[config.mk]
export PLATFORM = sky130hd
export DESIGN_NAME = stream_priority_msg_device_flat
export DESIGN_NICKNAME = d
export VERILOG_FILES = /design/src/rtl/stream_priority_msg_pkg.sv /design/src/rtl/stream_priority_msg_if.sv /design/src/rtl/stream_priority_msg_device.sv /design/src/flat_wrapper.sv
export SDC_FILE = /design/constraint.sdc
export NUM_CORES = 1
export LEC_CHECK = 0
export BUFFER_PORTS_ARGS = -buffer_cell sky130_fd_sc_hd__buf_2
export CAP_MARGIN = 20
export CORE_ASPECT_RATIO = 0.9
export CORE_MARGIN = 8
export CORE_UTILIZATION = 54
export DETAILED_ROUTE_END_ITERATION = 7
export GPL_TIMING_DRIVEN = 0
export PLACE_DENSITY = 0.85
export SYNTH_ARGS = -nofsm -noshare
export SYNTH_HDL_FRONTEND = slang
export SYNTH_SLANG_ARGS = --single-unit
[constraint.sdc]
create_clock -name CORE_CLK_I -period 3.3 [get_ports CORE_CLK_I]
set_clock_uncertainty 0.2 [all_clocks]
set_input_delay 0.66 -clock CORE_CLK_I [delete_from_list [all_inputs] [get_ports CORE_CLK_I]]
set_output_delay 0.66 -clock CORE_CLK_I [all_outputs]
set_load 0.005 [all_outputs]
[src/rtl/stream_priority_msg_pkg.sv]
// shared constants, types and helpers for the stream and priority-message ends
package stream_priority_msg_pkg;

    // datapath: one 4-byte lane word per user clock
    localparam int DATA_W = 32;
    localparam int KEEP_W = 4;
    localparam int SIZE_W = 3;
    localparam int CNT_W = 3;
    localparam int MSG_W = 128;
    localparam int BEAT_BYTES = 4;

    // clock and clock-compensation timing
    localparam int CLK_PERIOD_NS = 10;
    localparam int CC_BYTES_PER_LANE = 10000;
    localparam int CC_PERIOD_CLK = CC_BYTES_PER_LANE / BEAT_BYTES;
    localparam int CC_TIMER_W = 12;
    localparam logic [CC_TIMER_W-1:0] CC_TIMER_LAST =
        CC_TIMER_W'(CC_PERIOD_CLK - 1);
    localparam logic [CC_TIMER_W-1:0] CC_TIMER_ZERO = 12'h000;
    localparam logic [CC_TIMER_W-1:0] CC_TIMER_STEP = 12'h001;
    localparam logic [CNT_W-1:0] CC_HOLD_LAST = 3'h2;

    // small counter and keep constants
    localparam logic [CNT_W-1:0] CNT_ZERO = 3'h0;
    localparam logic [CNT_W-1:0] CNT_STEP = 3'h1;
    localparam logic [KEEP_W-1:0] KEEP_ALL = 4'hF;
    localparam logic [KEEP_W-1:0] KEEP_HI2 = 4'hC;
    localparam logic [KEEP_W-1:0] KEEP_NONE = 4'h0;
    localparam logic [DATA_W-1:0] DATA_ZERO = 32'h0000_0000;
    localparam logic [SIZE_W-1:0] SIZE_ZERO = 3'h0;
    localparam logic [MSG_W-1:0] MSG_ZERO = 128'h0;

    // what a lane word carries on the serial side
    typedef enum logic [2:0]
    {
        LANE_IDLE,
        LANE_DATA,
        LANE_UFC_HDR,
        LANE_UFC_DATA,
        LANE_CC
    } lane_kind_t;

    // size code = bytes/2 - 1; beats on a 4-byte bus = code/2 + 1
    function automatic logic [CNT_W-1:0] last_beat_of(
        input logic [SIZE_W-1:0] size);
        last_beat_of = {1'b0, size[SIZE_W-1:1]};
    endfunction

    // odd codes fill the last beat, even codes use its upper two bytes
    function automatic logic [KEEP_W-1:0] keep_of(
        input logic [SIZE_W-1:0] size);
        keep_of = size[0] ? KEEP_ALL : KEEP_HI2;
    endfunction

endpackage

[src/rtl/stream_priority_msg_if.sv]
// interface joining the link core end and the user application end
`timescale 1ns/1ps
`default_nettype none

interface stream_priority_msg_if;
    import stream_priority_msg_pkg::*;

    // streaming transmit, user to core
    logic tx_tvalid;
    logic tx_tready;
    logic [DATA_W-1:0] tx_tdata;
    // streaming receive, core to user, no backpressure
    logic rx_tvalid;
    logic [DATA_W-1:0] rx_tdata;
    // priority-message request
    logic ufc_tx_tvalid;
    logic ufc_tx_tready;
    logic [SIZE_W-1:0] ufc_tx_tdata;
    // priority-message receive stream
    logic ufc_rx_tvalid;
    logic ufc_rx_tlast;
    logic [DATA_W-1:0] ufc_rx_tdata;
    logic [KEEP_W-1:0] ufc_rx_tkeep;

    modport device_mp
    (
        input tx_tvalid, tx_tdata, ufc_tx_tvalid, ufc_tx_tdata,
        output tx_tready, rx_tvalid, rx_tdata, ufc_tx_tready,
        output ufc_rx_tvalid, ufc_rx_tlast, ufc_rx_tdata, ufc_rx_tkeep
    );

    modport user_mp
    (
        output tx_tvalid, tx_tdata, ufc_tx_tvalid, ufc_tx_tdata,
        input tx_tready, rx_tvalid, rx_tdata, ufc_tx_tready,
        input ufc_rx_tvalid, ufc_rx_tlast, ufc_rx_tdata, ufc_rx_tkeep
    );

endinterface

`default_nettype wire

[src/rtl/stream_priority_msg_device.sv]
// link core end: streaming pipe, clock compensation, priority messages
// Functional notes
// - tx ready stays high except during compensation and message transfer
// - user valid gaps become idle lane words
// - user must capture every received word immediately
// - word moves only when valid and ready
// - message ports exist only when option enabled; here they always exist and are held low when the option is off
// - message request uses handshake plus 3-bit size
// - message length even, two to sixteen bytes
// - user holds request and size until ready
// - payload on tx data after request ready
// - tx ready low while payload uses bus
// - user waits for completion before next request
// - user starts message only with whole payload
// - accepted message runs to completion without pause
// - four-byte message opens two-cycle ready gap
// - narrow bus sends header then one beat each
// - received messages leave with valid, last, keep
// - four-byte message gives valid, last, full keep
// - eight-byte message is two beats, full keep
// - simplex builds keep only their direction's ports; here all ports remain, disabled user outputs are held low, lane tx still sends compensation
// - compensation suspends user transfers three cycles
// - compensation recurs every 2,500 user clocks
`timescale 1ns/1ps
`default_nettype none

module stream_priority_msg_device
    import stream_priority_msg_pkg::*;
#(
    parameter bit UFC_ENABLE = 1'b1,
    parameter bit TX_ENABLE = 1'b1,
    parameter bit RX_ENABLE = 1'b1
)
(
    input wire logic CORE_CLK_I,
    input wire logic ARST_N_I,
    input wire logic CE_I,
    input wire logic CHANNEL_UP_I,
    stream_priority_msg_if.device_mp user_port,
    input wire logic [DATA_W-1:0] LANE_RX_DATA_I,
    input wire lane_kind_t LANE_RX_KIND_I,
    output logic [DATA_W-1:0] LANE_TX_DATA_O,
    output lane_kind_t LANE_TX_KIND_O
);

    ////////////////////////////////////////////////////////////////////////
    // transmit sequencer state
    typedef enum logic [1:0]
    {
        TX_RUN,
        TX_UFC_HDR,
        TX_UFC_PAY,
        TX_CC
    } tx_state_t;

    tx_state_t state_ff;
    tx_state_t nxt_state;
    logic [CNT_W-1:0] cnt_ff;
    logic [CNT_W-1:0] nxt_cnt;
    logic [CC_TIMER_W-1:0] cc_timer_ff;
    logic [CC_TIMER_W-1:0] nxt_cc_timer;
    logic cc_pend_ff;
    logic nxt_cc_pend;
    logic tx_ready_ff;
    logic nxt_tx_ready;
    logic ufc_ready_ff;
    logic nxt_ufc_ready;
    logic [DATA_W-1:0] nxt_lane_data;
    lane_kind_t nxt_lane_kind;

    // simplex and option gating of each path
    wire tx_on = TX_ENABLE;
    wire ufc_tx_on = UFC_ENABLE && TX_ENABLE;
    wire ufc_rx_on = UFC_ENABLE && RX_ENABLE;

    // word transfer and message request decode
    wire word_xfer = user_port.tx_tvalid && tx_ready_ff;
    wire ufc_want = ufc_tx_on && user_port.ufc_tx_tvalid;
    wire ufc_take = ufc_want && ufc_ready_ff;
    wire cc_due = CHANNEL_UP_I && (cc_timer_ff == CC_TIMER_LAST);
    wire cnt_done = (cnt_ff == CNT_ZERO);
    wire [CNT_W-1:0] cnt_dec = cnt_ff - CNT_STEP;
    wire [CC_TIMER_W-1:0] timer_inc = cc_timer_ff + CC_TIMER_STEP;

    ////////////////////////////////////////////////////////////////////////
    // compensation timer: free running while the channel is up
    // a due tick in the same cycle as the pending clear keeps the flag set
    assign nxt_cc_timer = (cc_due || !CHANNEL_UP_I) ? CC_TIMER_ZERO :
        timer_inc;
    assign nxt_cc_pend = CHANNEL_UP_I &&
        (cc_due || (cc_pend_ff && state_ff != TX_RUN));

    ////////////////////////////////////////////////////////////////////////
    // sequencer: compensation is deferred while a message is in flight,
    // so an accepted message never stalls mid-way

    always_comb
    begin
        nxt_state = state_ff;
        nxt_cnt = cnt_ff;
        nxt_lane_data = DATA_ZERO;
        nxt_lane_kind = LANE_IDLE;
        case (state_ff)
            TX_RUN:
            begin
                if (word_xfer)
                begin
                    nxt_lane_kind = LANE_DATA;
                    nxt_lane_data = user_port.tx_tdata;
                end
                if (cc_pend_ff)
                begin
                    nxt_state = TX_CC;
                    nxt_cnt = CC_HOLD_LAST;
                end
                else if (ufc_want && CHANNEL_UP_I)
                begin
                    nxt_state = TX_UFC_HDR;
                end
            end
            TX_UFC_HDR:
            begin
                if (ufc_take)
                begin
                    // header is loaded in the request-ready cycle and is on the lane in the cycle after
                    nxt_state = TX_UFC_PAY;
                    nxt_cnt = last_beat_of(user_port.ufc_tx_tdata);
                    nxt_lane_kind = LANE_UFC_HDR;
                    nxt_lane_data = {{(DATA_W-SIZE_W){1'b0}},
                        user_port.ufc_tx_tdata};
                end
                else
                begin
                    nxt_state = TX_RUN;
                end
            end
            TX_UFC_PAY:
            begin
                // payload taken every cycle, tx valid is not consulted
                nxt_lane_kind = LANE_UFC_DATA;
                nxt_lane_data = user_port.tx_tdata;
                nxt_cnt = cnt_dec;
                if (cnt_done)
                begin
                    nxt_state = TX_RUN;
                end
            end
            TX_CC:
            begin
                nxt_lane_kind = LANE_CC;
                nxt_cnt = cnt_dec;
                if (cnt_done)
                begin
                    nxt_state = TX_RUN;
                end
            end
            default:
            begin
                nxt_state = TX_RUN;
            end
        endcase
        if (!CHANNEL_UP_I)
        begin
            nxt_state = TX_RUN;
            nxt_lane_kind = LANE_IDLE;
        end
    end

    // ready flags follow the state being entered
    assign nxt_tx_ready = tx_on && CHANNEL_UP_I &&
        (nxt_state == TX_RUN);
    assign nxt_ufc_ready = (nxt_state == TX_UFC_HDR);

    ////////////////////////////////////////////////////////////////////////
    // transmit registers
    always_ff @(posedge CORE_CLK_I or negedge ARST_N_I)
    begin
        if (!ARST_N_I)
        begin
            state_ff <= TX_RUN;
            cnt_ff <= CNT_ZERO;
            cc_timer_ff <= CC_TIMER_ZERO;
            cc_pend_ff <= 1'b0;
            tx_ready_ff <= 1'b0;
            ufc_ready_ff <= 1'b0;
            LANE_TX_DATA_O <= DATA_ZERO;
            LANE_TX_KIND_O <= LANE_IDLE;
        end
        else if (CE_I)
        begin
            state_ff <= nxt_state;
            cnt_ff <= nxt_cnt;
            cc_timer_ff <= nxt_cc_timer;
            cc_pend_ff <= nxt_cc_pend;
            tx_ready_ff <= nxt_tx_ready;
            ufc_ready_ff <= nxt_ufc_ready;
            LANE_TX_DATA_O <= nxt_lane_data;
            LANE_TX_KIND_O <= nxt_lane_kind;
        end
    end

    assign user_port.tx_tready = tx_ready_ff;
    assign user_port.ufc_tx_tready = ufc_ready_ff;

    ////////////////////////////////////////////////////////////////////////
    // receive side: words are presented once, there is no holding buffer
    logic rx_valid_ff;
    logic [DATA_W-1:0] rx_data_ff;
    logic rx_busy_ff;
    logic [CNT_W-1:0] rx_cnt_ff;
    logic [SIZE_W-1:0] rx_size_ff;
    logic urx_valid_ff;
    logic urx_last_ff;
    logic [DATA_W-1:0] urx_data_ff;
    logic [KEEP_W-1:0] urx_keep_ff;

    wire rx_word = RX_ENABLE && (LANE_RX_KIND_I == LANE_DATA);
    wire rx_hdr = ufc_rx_on && (LANE_RX_KIND_I == LANE_UFC_HDR);
    wire rx_pay = ufc_rx_on && rx_busy_ff &&
        (LANE_RX_KIND_I == LANE_UFC_DATA);
    wire rx_end = rx_pay && (rx_cnt_ff == CNT_ZERO);
    wire [SIZE_W-1:0] hdr_size = LANE_RX_DATA_I[SIZE_W-1:0];
    wire [CNT_W-1:0] rx_cnt_dec = rx_cnt_ff - CNT_STEP;
    wire [KEEP_W-1:0] end_keep = keep_of(rx_size_ff);

    // message framing: valid on each payload beat, last and keep at end
    always_ff @(posedge CORE_CLK_I or negedge ARST_N_I)
    begin
        if (!ARST_N_I)
        begin
            rx_valid_ff <= 1'b0;
            rx_data_ff <= DATA_ZERO;
            rx_busy_ff <= 1'b0;
            rx_cnt_ff <= CNT_ZERO;
            rx_size_ff <= SIZE_ZERO;
            urx_valid_ff <= 1'b0;
            urx_last_ff <= 1'b0;
            urx_data_ff <= DATA_ZERO;
            urx_keep_ff <= KEEP_NONE;
        end
        else if (CE_I)
        begin
            rx_valid_ff <= rx_word;
            rx_data_ff <= rx_word ? LANE_RX_DATA_I : rx_data_ff;
            if (rx_hdr)
            begin
                rx_busy_ff <= 1'b1;
                rx_size_ff <= hdr_size;
                rx_cnt_ff <= last_beat_of(hdr_size);
            end
            else if (rx_pay)
            begin
                rx_busy_ff <= !rx_end;
                rx_cnt_ff <= rx_cnt_dec;
            end
            urx_valid_ff <= rx_pay;
            urx_last_ff <= rx_end;
            urx_data_ff <= rx_pay ? LANE_RX_DATA_I : urx_data_ff;
            urx_keep_ff <= rx_end ? end_keep : KEEP_NONE;
        end
    end

    assign user_port.rx_tvalid = rx_valid_ff;
    assign user_port.rx_tdata = rx_data_ff;
    assign user_port.ufc_rx_tvalid = urx_valid_ff;
    assign user_port.ufc_rx_tlast = urx_last_ff;
    assign user_port.ufc_rx_tdata = urx_data_ff;
    assign user_port.ufc_rx_tkeep = urx_keep_ff;

endmodule

`default_nettype wire

[src/flat_wrapper.sv]
// flat-port wrapper written by rule: the top's interface ports become plain ports
module stream_priority_msg_device_flat import stream_priority_msg_pkg::*;
#(
    parameter bit UFC_ENABLE = 1'b1,
    parameter bit TX_ENABLE = 1'b1,
    parameter bit RX_ENABLE = 1'b1
)
  (CORE_CLK_I, ARST_N_I, CE_I, CHANNEL_UP_I, LANE_RX_DATA_I, LANE_RX_KIND_I, LANE_TX_DATA_O, LANE_TX_KIND_O, user_port_tx_tvalid, user_port_tx_tdata, user_port_ufc_tx_tvalid, user_port_ufc_tx_tdata, user_port_tx_tready, user_port_rx_tvalid, user_port_rx_tdata, user_port_ufc_tx_tready, user_port_ufc_rx_tvalid, user_port_ufc_rx_tlast, user_port_ufc_rx_tdata, user_port_ufc_rx_tkeep);
  stream_priority_msg_if user_port_i ();
  input wire logic CORE_CLK_I;
  input wire logic ARST_N_I;
  input wire logic CE_I;
  input wire logic CHANNEL_UP_I;
  input wire logic [DATA_W-1:0] LANE_RX_DATA_I;
  input wire lane_kind_t LANE_RX_KIND_I;
  output logic [DATA_W-1:0] LANE_TX_DATA_O;
  output lane_kind_t LANE_TX_KIND_O;
  input wire logic [$bits(user_port_i.tx_tvalid)-1:0] user_port_tx_tvalid;
  input wire logic [$bits(user_port_i.tx_tdata)-1:0] user_port_tx_tdata;
  input wire logic [$bits(user_port_i.ufc_tx_tvalid)-1:0] user_port_ufc_tx_tvalid;
  input wire logic [$bits(user_port_i.ufc_tx_tdata)-1:0] user_port_ufc_tx_tdata;
  output wire logic [$bits(user_port_i.tx_tready)-1:0] user_port_tx_tready;
  output wire logic [$bits(user_port_i.rx_tvalid)-1:0] user_port_rx_tvalid;
  output wire logic [$bits(user_port_i.rx_tdata)-1:0] user_port_rx_tdata;
  output wire logic [$bits(user_port_i.ufc_tx_tready)-1:0] user_port_ufc_tx_tready;
  output wire logic [$bits(user_port_i.ufc_rx_tvalid)-1:0] user_port_ufc_rx_tvalid;
  output wire logic [$bits(user_port_i.ufc_rx_tlast)-1:0] user_port_ufc_rx_tlast;
  output wire logic [$bits(user_port_i.ufc_rx_tdata)-1:0] user_port_ufc_rx_tdata;
  output wire logic [$bits(user_port_i.ufc_rx_tkeep)-1:0] user_port_ufc_rx_tkeep;
  assign user_port_i.tx_tvalid = user_port_tx_tvalid;
  assign user_port_i.tx_tdata = user_port_tx_tdata;
  assign user_port_i.ufc_tx_tvalid = user_port_ufc_tx_tvalid;
  assign user_port_i.ufc_tx_tdata = user_port_ufc_tx_tdata;
  assign user_port_tx_tready = user_port_i.tx_tready;
  assign user_port_rx_tvalid = user_port_i.rx_tvalid;
  assign user_port_rx_tdata = user_port_i.rx_tdata;
  assign user_port_ufc_tx_tready = user_port_i.ufc_tx_tready;
  assign user_port_ufc_rx_tvalid = user_port_i.ufc_rx_tvalid;
  assign user_port_ufc_rx_tlast = user_port_i.ufc_rx_tlast;
  assign user_port_ufc_rx_tdata = user_port_i.ufc_rx_tdata;
  assign user_port_ufc_rx_tkeep = user_port_i.ufc_rx_tkeep;
  stream_priority_msg_device #(.UFC_ENABLE(UFC_ENABLE), .TX_ENABLE(TX_ENABLE), .RX_ENABLE(RX_ENABLE)) u_core (.CORE_CLK_I(CORE_CLK_I), .ARST_N_I(ARST_N_I), .CE_I(CE_I), .CHANNEL_UP_I(CHANNEL_UP_I), .user_port(user_port_i), .LANE_RX_DATA_I(LANE_RX_DATA_I), .LANE_RX_KIND_I(LANE_RX_KIND_I), .LANE_TX_DATA_O(LANE_TX_DATA_O), .LANE_TX_KIND_O(LANE_TX_KIND_O));
endmodule
=== Word-level counts from Yosys, hierarchy flattened ===
Cells that the tools add are included.

* Muxes and demuxes: 23
* Equality and inequality tests: 10
* Add/sub/neg operators: 3
* Reductions and logical operators: 25

{| class="wikitable"
|+ Operators with widths
! cell !! count
|-
| 32-bit case mux with 3 select lines || 1
|-
| 32-bit 2-to-1 mux || 1
|-
| 3-bit 2-to-1 mux || 6
|-
| 2-bit 2-to-1 mux || 7
|-
| 12-bit by 1-bit adder with 12-bit output, second input constant || 1
|-
| 12-bit == test, second input constant || 1
|-
| 12-bit 2-to-1 mux || 1
|-
| 3-bit case mux with 4 select lines || 1
|-
| 1-bit logical AND || 9
|-
| 3-bit case mux with 3 select lines || 1
|-
| 2-bit AND reduction || 4
|-
| 3-bit by 2-bit == test with 1-bit output, second input constant || 2
|-
| 3-bit zero test || 2
|-
| 2-bit case mux with 3 select lines || 1
|-
| 3-bit by 1-bit subtractor with 3-bit output, second input constant || 2
|-
| 2-bit by 1-bit == test with 1-bit output, second input constant || 2
|-
| 2-bit == test, second input constant || 2
|-
| 2-bit zero test || 2
|-
| 4-bit 2-to-1 mux || 1
|-
| 2-bit by 1-bit inequality test with 1-bit output, second input constant || 2
|-
| 2-bit nonzero test || 2
|-
| 3-bit by 1-bit == test with 1-bit output, second input constant || 1
|-
| 1-bit 2-to-1 mux || 3
|-
| 3-bit AND reduction || 1
|-
| 3 further kinds || 5
|}

* Flip-flop bits (word level): 131
* Output and inout port bits: 108
* Input port bits: 76
* Logic and storage cells: 78

=== Longest topological paths before layout ===
* Word-level depth: 7
* Mapped depth: 6
* Depth with buffers taken out: 6

=== Worst setup path after synthesis ===
OpenSTA, ideal clock, no wires.

* Path kind: input port to flip-flop
* Start point: input CE_I
* End point: register u_core.rx_data_ff[10], in the netlist u_core.user_port.rx_tdata[10]
* Arrival time: 1634 ps
* Data required time: 2975 ps
* Setup slack: 1342 ps
* Path buffers: 1
* Setup time: 125 ps
* Stages: 4
* Cell sequence: and2_1 -> nor3b_4 -> buf_6 -> mux2_2

* Word-level cells in the longest chain between the ends: 1

{| class="wikitable"
|+ Ends and longest elaborated chain
! element !! RTL line !! RTL
|-
| from (decl) || flat_wrapper.sv:12 || <nowiki>input wire logic CE_I;</nowiki>
|-
| 2-bit AND reduction (no source line) || -- ||
|-
| to (signal assigned) || stream_priority_msg_device.sv:244 || <nowiki>rx_data_ff <= rx_word ? LANE_RX_DATA_I : rx_data_ff;</nowiki>
|-
| to (decl) || stream_priority_msg_device.sv:208 || <nowiki>logic [DATA_W-1:0] rx_data_ff;</nowiki>
|}

Every way passes these cells.
A chain may end at the register's enable or synchronous reset.

=== Worst setup path in the final report ===
* Start point: register u_core.urx_keep_ff[1], in the netlist u_core.user_port.ufc_rx_tkeep[1]
* End point: output user_port_ufc_rx_tkeep[1]

{| class="wikitable"
|+ RTL lines
! element !! RTL line !! RTL
|-
| from (decl) || stream_priority_msg_device.sv:215 || <nowiki>logic [KEEP_W-1:0] urx_keep_ff;</nowiki>
|-
| from (signal assigned) || stream_priority_msg_device.sv:259 || <nowiki>urx_keep_ff <= rx_end ? end_keep : KEEP_NONE;</nowiki>
|-
| to (decl) || flat_wrapper.sv:29 || <nowiki>output wire logic [$bits(user_port_i.ufc_rx_tkeep)-1:0] user_port_ufc_rx_tkeep;</nowiki>
|}

No word-level cell between the ends.

==> results.md <==
- Outcome: completed
- Core ar.: just under 10000 um2
- CP delay by family, top: flip-flops
- Worst path buffer plus inverter count: 2
- Slew @ Worst Pin: 0.601 ns
- #FFs+latches synth: 128
- DRC marker count from the first detailed-route iteration: approximately 260
- Final #Nets: ~720
- Cts bufs inserted: 17
- Worst Path Arrival: 1.16 ns
- Slowest stage delay, CP: 0.41 ns
- WP data required: 2.44 ns
- Initial DRT Pass Iterations: 4
- Hold Vio Cnt, Final: 0
- Commonest cells after routing, fill and taps aside: buf_2 (186), dfrtp_1 (128), mux2_2 (63), inv_1 (40), o21ai_0 (36)
- Die width: 121 um
- Wire length per cell: about 17 um
- Synthesized area: between 5000 and 6000 um2
- Layout cells sized above 1: 45.4%
- Synth Flop Type: dfrtp_1
- Vias post-DR: ~4.1k
- Worst-path cell chain: buf_4, buf_2
- Port Buffers: 183
- Setup ws final: 1.28 ns
- VDD IR max: 0.379 mV
- Total wire length: around 13000 um
- Unique masters post-synth: 46
- Initial antenna violation count: 0
- Max Freq: 0.496 GHz
- Grt total ovfl: 0
- H-tree Lvls: 4
- Switch Pwr: between 1 and 1.5 mW
- Cell Pwr Density: about 660 nW/um2
- Clock power share: between 30% and 40%
- Max-cap violations: 0
- Number of fill cells: a little under 700
- Root buffer cell: clkbuf_8
- Pre-CTS setup slack: 0.925 ns
- DRC: 0
- Startpoint Class: flip-flop
- First-pass GRT wire length: around 21000 um
- Register area share after synthesis: approximately three fifths
- Yosys top cell by area: dfrtp_1
- Diode count: 0
- Die area: 13300 um2
- TritonCTS clock tree: built
- Critical Path Fanout Max: 3
- P_int: 3.34 mW
- Normalized max-slew margin: ~60%
- RSZ-0062 raised after global routing: no
- Sequential Power Share: between 40% and 50%
- Synth warnings: 0
- Tot GR Track Use: 19.9%
- Clock Tree Buf Depth: 2
- Comb pwr share: 18.5%
- Largest net degree at the start of global routing: 104
- CP endpoint kind: output port
- Clk slew on worst S/H paths: 0.06 ns
- Number of routed nets with antenna violations: 0
- Final setup fails: 0
- Slowest cell on crit path: dfrtp_1
- Initial Util: 55.2%
- Routed vias/inst: about 5.3
- Die Y-Extent: 110 um
- GP Congestion: 0.857
- Vias in the first global route: approximately 4.4k
- Post-CTS setup buffers: 0
- Leakage: 3.49 nW
- Number of synthesized flops with an enable pin: 0
- Post-CTS Hold Buffers: 1
- Switching Fraction: approximately 27%
- Post-synth ARST share: 100%
- Post-route cell area: 7000 um2
- Cells after Synth: between 400 and 500
- Hold Crit Class: input pin to flip-flop
- Most common cell after layout, fill and taps aside: buf_2
- Final min period: 2.02 ns
- CTS sink cnt: 128
- Std-Cell Rows: 34
- Mapped Avg Cell Area: 12.2 um2
- Top cell type's share of synthesized area: 60.1%
- Final critical-path share of the clock period: 61.1%
- Net Count, Synth: 518
- Placement Cell Area: around 6400 um2
- Clock latency on the worst-skew pair: 0.50 ns
- Worst Setup Path Type: flip-flop to output port
- Slew Viols, Final: 0
- # resized after CTS: 0
- Main area contributors after synthesis: dfrtp_1 (60%), mux2_2 (13%), o21ai_0 (3.4%), nand3_1 (3.2%), inv_1 (2.8%)
- I/O pins: 184
- Dpl hpwl: 10100 um
- Layout area overhead: 31.3%
- R2R Setup Slk: 1.29 ns
- Setup TNS: 0 ns
area by class of cell:
type | count | area, um2 | share of cell area (%)
plain buffers | 24 | 156 | 2.23
clock buffers | 18 | 418 | 5.97
clock inverters | 14 | 135 | 1.93
inverters | 41 | 154 | 2.20
multi-input cells | 244 | 1820 | 25.9
flip-flops and latches | 128 | 3200 | 45.8
well taps | 126 | 158 | 2.25
repair buffers | 185 | 960 | 13.7
kinds of logic after synthesis:
group	after synthesis	synth area share, %
fa+ha+maj	5	1.17
buf+inv	65	5.82
xor+xnor	10	1.64
compound gates	64	7.42
mux	68	14.3
simple gates	97	9.53
flops	128	60.1
power by group through the flow:
stage | registers (mW) | clock network, mW | logic (mW)
2_1_floorplan | 2.06 | 0 | 0.363
3_3_place_gp | 2.03 | 0 | 0.820
3_5_place_dp | 2.05 | 0 | 0.863
4_1_cts | 2.03 | 1.75 | 0.868
5_1_grt | 2.06 | 1.80 | 0.939
6_report | 2.03 | 1.72 | 0.848
worst register-to-register path: stages, from the launching register on:
cell     delay (ns)
dfrtp_1        0.42
ha_1           0.23
and4b_1        0.22
nand4_1        0.22
a21oi_2        0.47
nor2_1         0.12
synthesized netlist by cell type, types with 3 or more instances:
cell       number
inv_1          40
nor3_1          3
nand4_1         7
nor2_1         23
nand2b_1        4
clkbuf_1        8
mux2_2         63
and2_1          3
dfrtp_1       128
nand3_1        34
buf_4           4
o21ai_0        36
ha_1            5
buf_2           4
a22o_1          4
a221oi_1        3
and3_1          3
a21oi_1         4
xor2_1          8
o2bb2ai_1       3
buf_6           6
nor2b_1         3
nand2_1        10
mux2i_1         3
metrics by stage:
step                      hold WS, ns  power (mW)  utilization (%)  cells
after floorplan                 0.164        2.43                -    437
after global placement          0.260        2.85             66.3    746
after detailed placement        0.265        2.91             66.6    747
after CTS                       0.168        4.64             72.5    780
after global routing            0.186        4.81             72.5    780
final                           0.184        4.59             72.5    780
path summary, 6_finish.rpt:
path / start / to / cells past startpoint
min: user_port_tx_tdata[21] / u_core.LANE_TX_DATA_O[21] / 3
min in group asynchronous: ARST_N_I / u_core.LANE_TX_DATA_O[21] / 2
min reg2reg: u_core.user_port.rx_tdata[30] / u_core.user_port.rx_tdata[30] / 1
max reg2reg: u_core.cc_timer_ff[0] / u_core.cc_timer_ff[6] / 5
max in group asynchronous: ARST_N_I / u_core.user_port.ufc_rx_tdata[3] / 3
max: u_core.user_port.ufc_rx_tkeep[1] / user_port_ufc_rx_tkeep[1] / 2
per-layer routing:
metal	vias up	share of wire, %	track usage (%)
met4	0	1.7	7.66
met5	-	0	0
met3	21	8.0	6.26
met1	2021	40	22.8
li1	1920	-	-
met2	154	50	34.7
flip-flops by register name, indices dropped and copies added, names as in the netlist, 2 cells and up:
name                           count
u_core.LANE_TX_DATA_O             32
u_core.cnt_ff                      3
u_core.user_port.ufc_rx_tdata     32
u_core.user_port.ufc_rx_tkeep      2
u_core.user_port.rx_tdata         32
u_core.cc_timer_ff                12
u_core.state_ff                    2
u_core.rx_cnt_ff                   3
u_core.LANE_TX_KIND_O              3
Note: power is estimated with default switching activity, not from simulation.
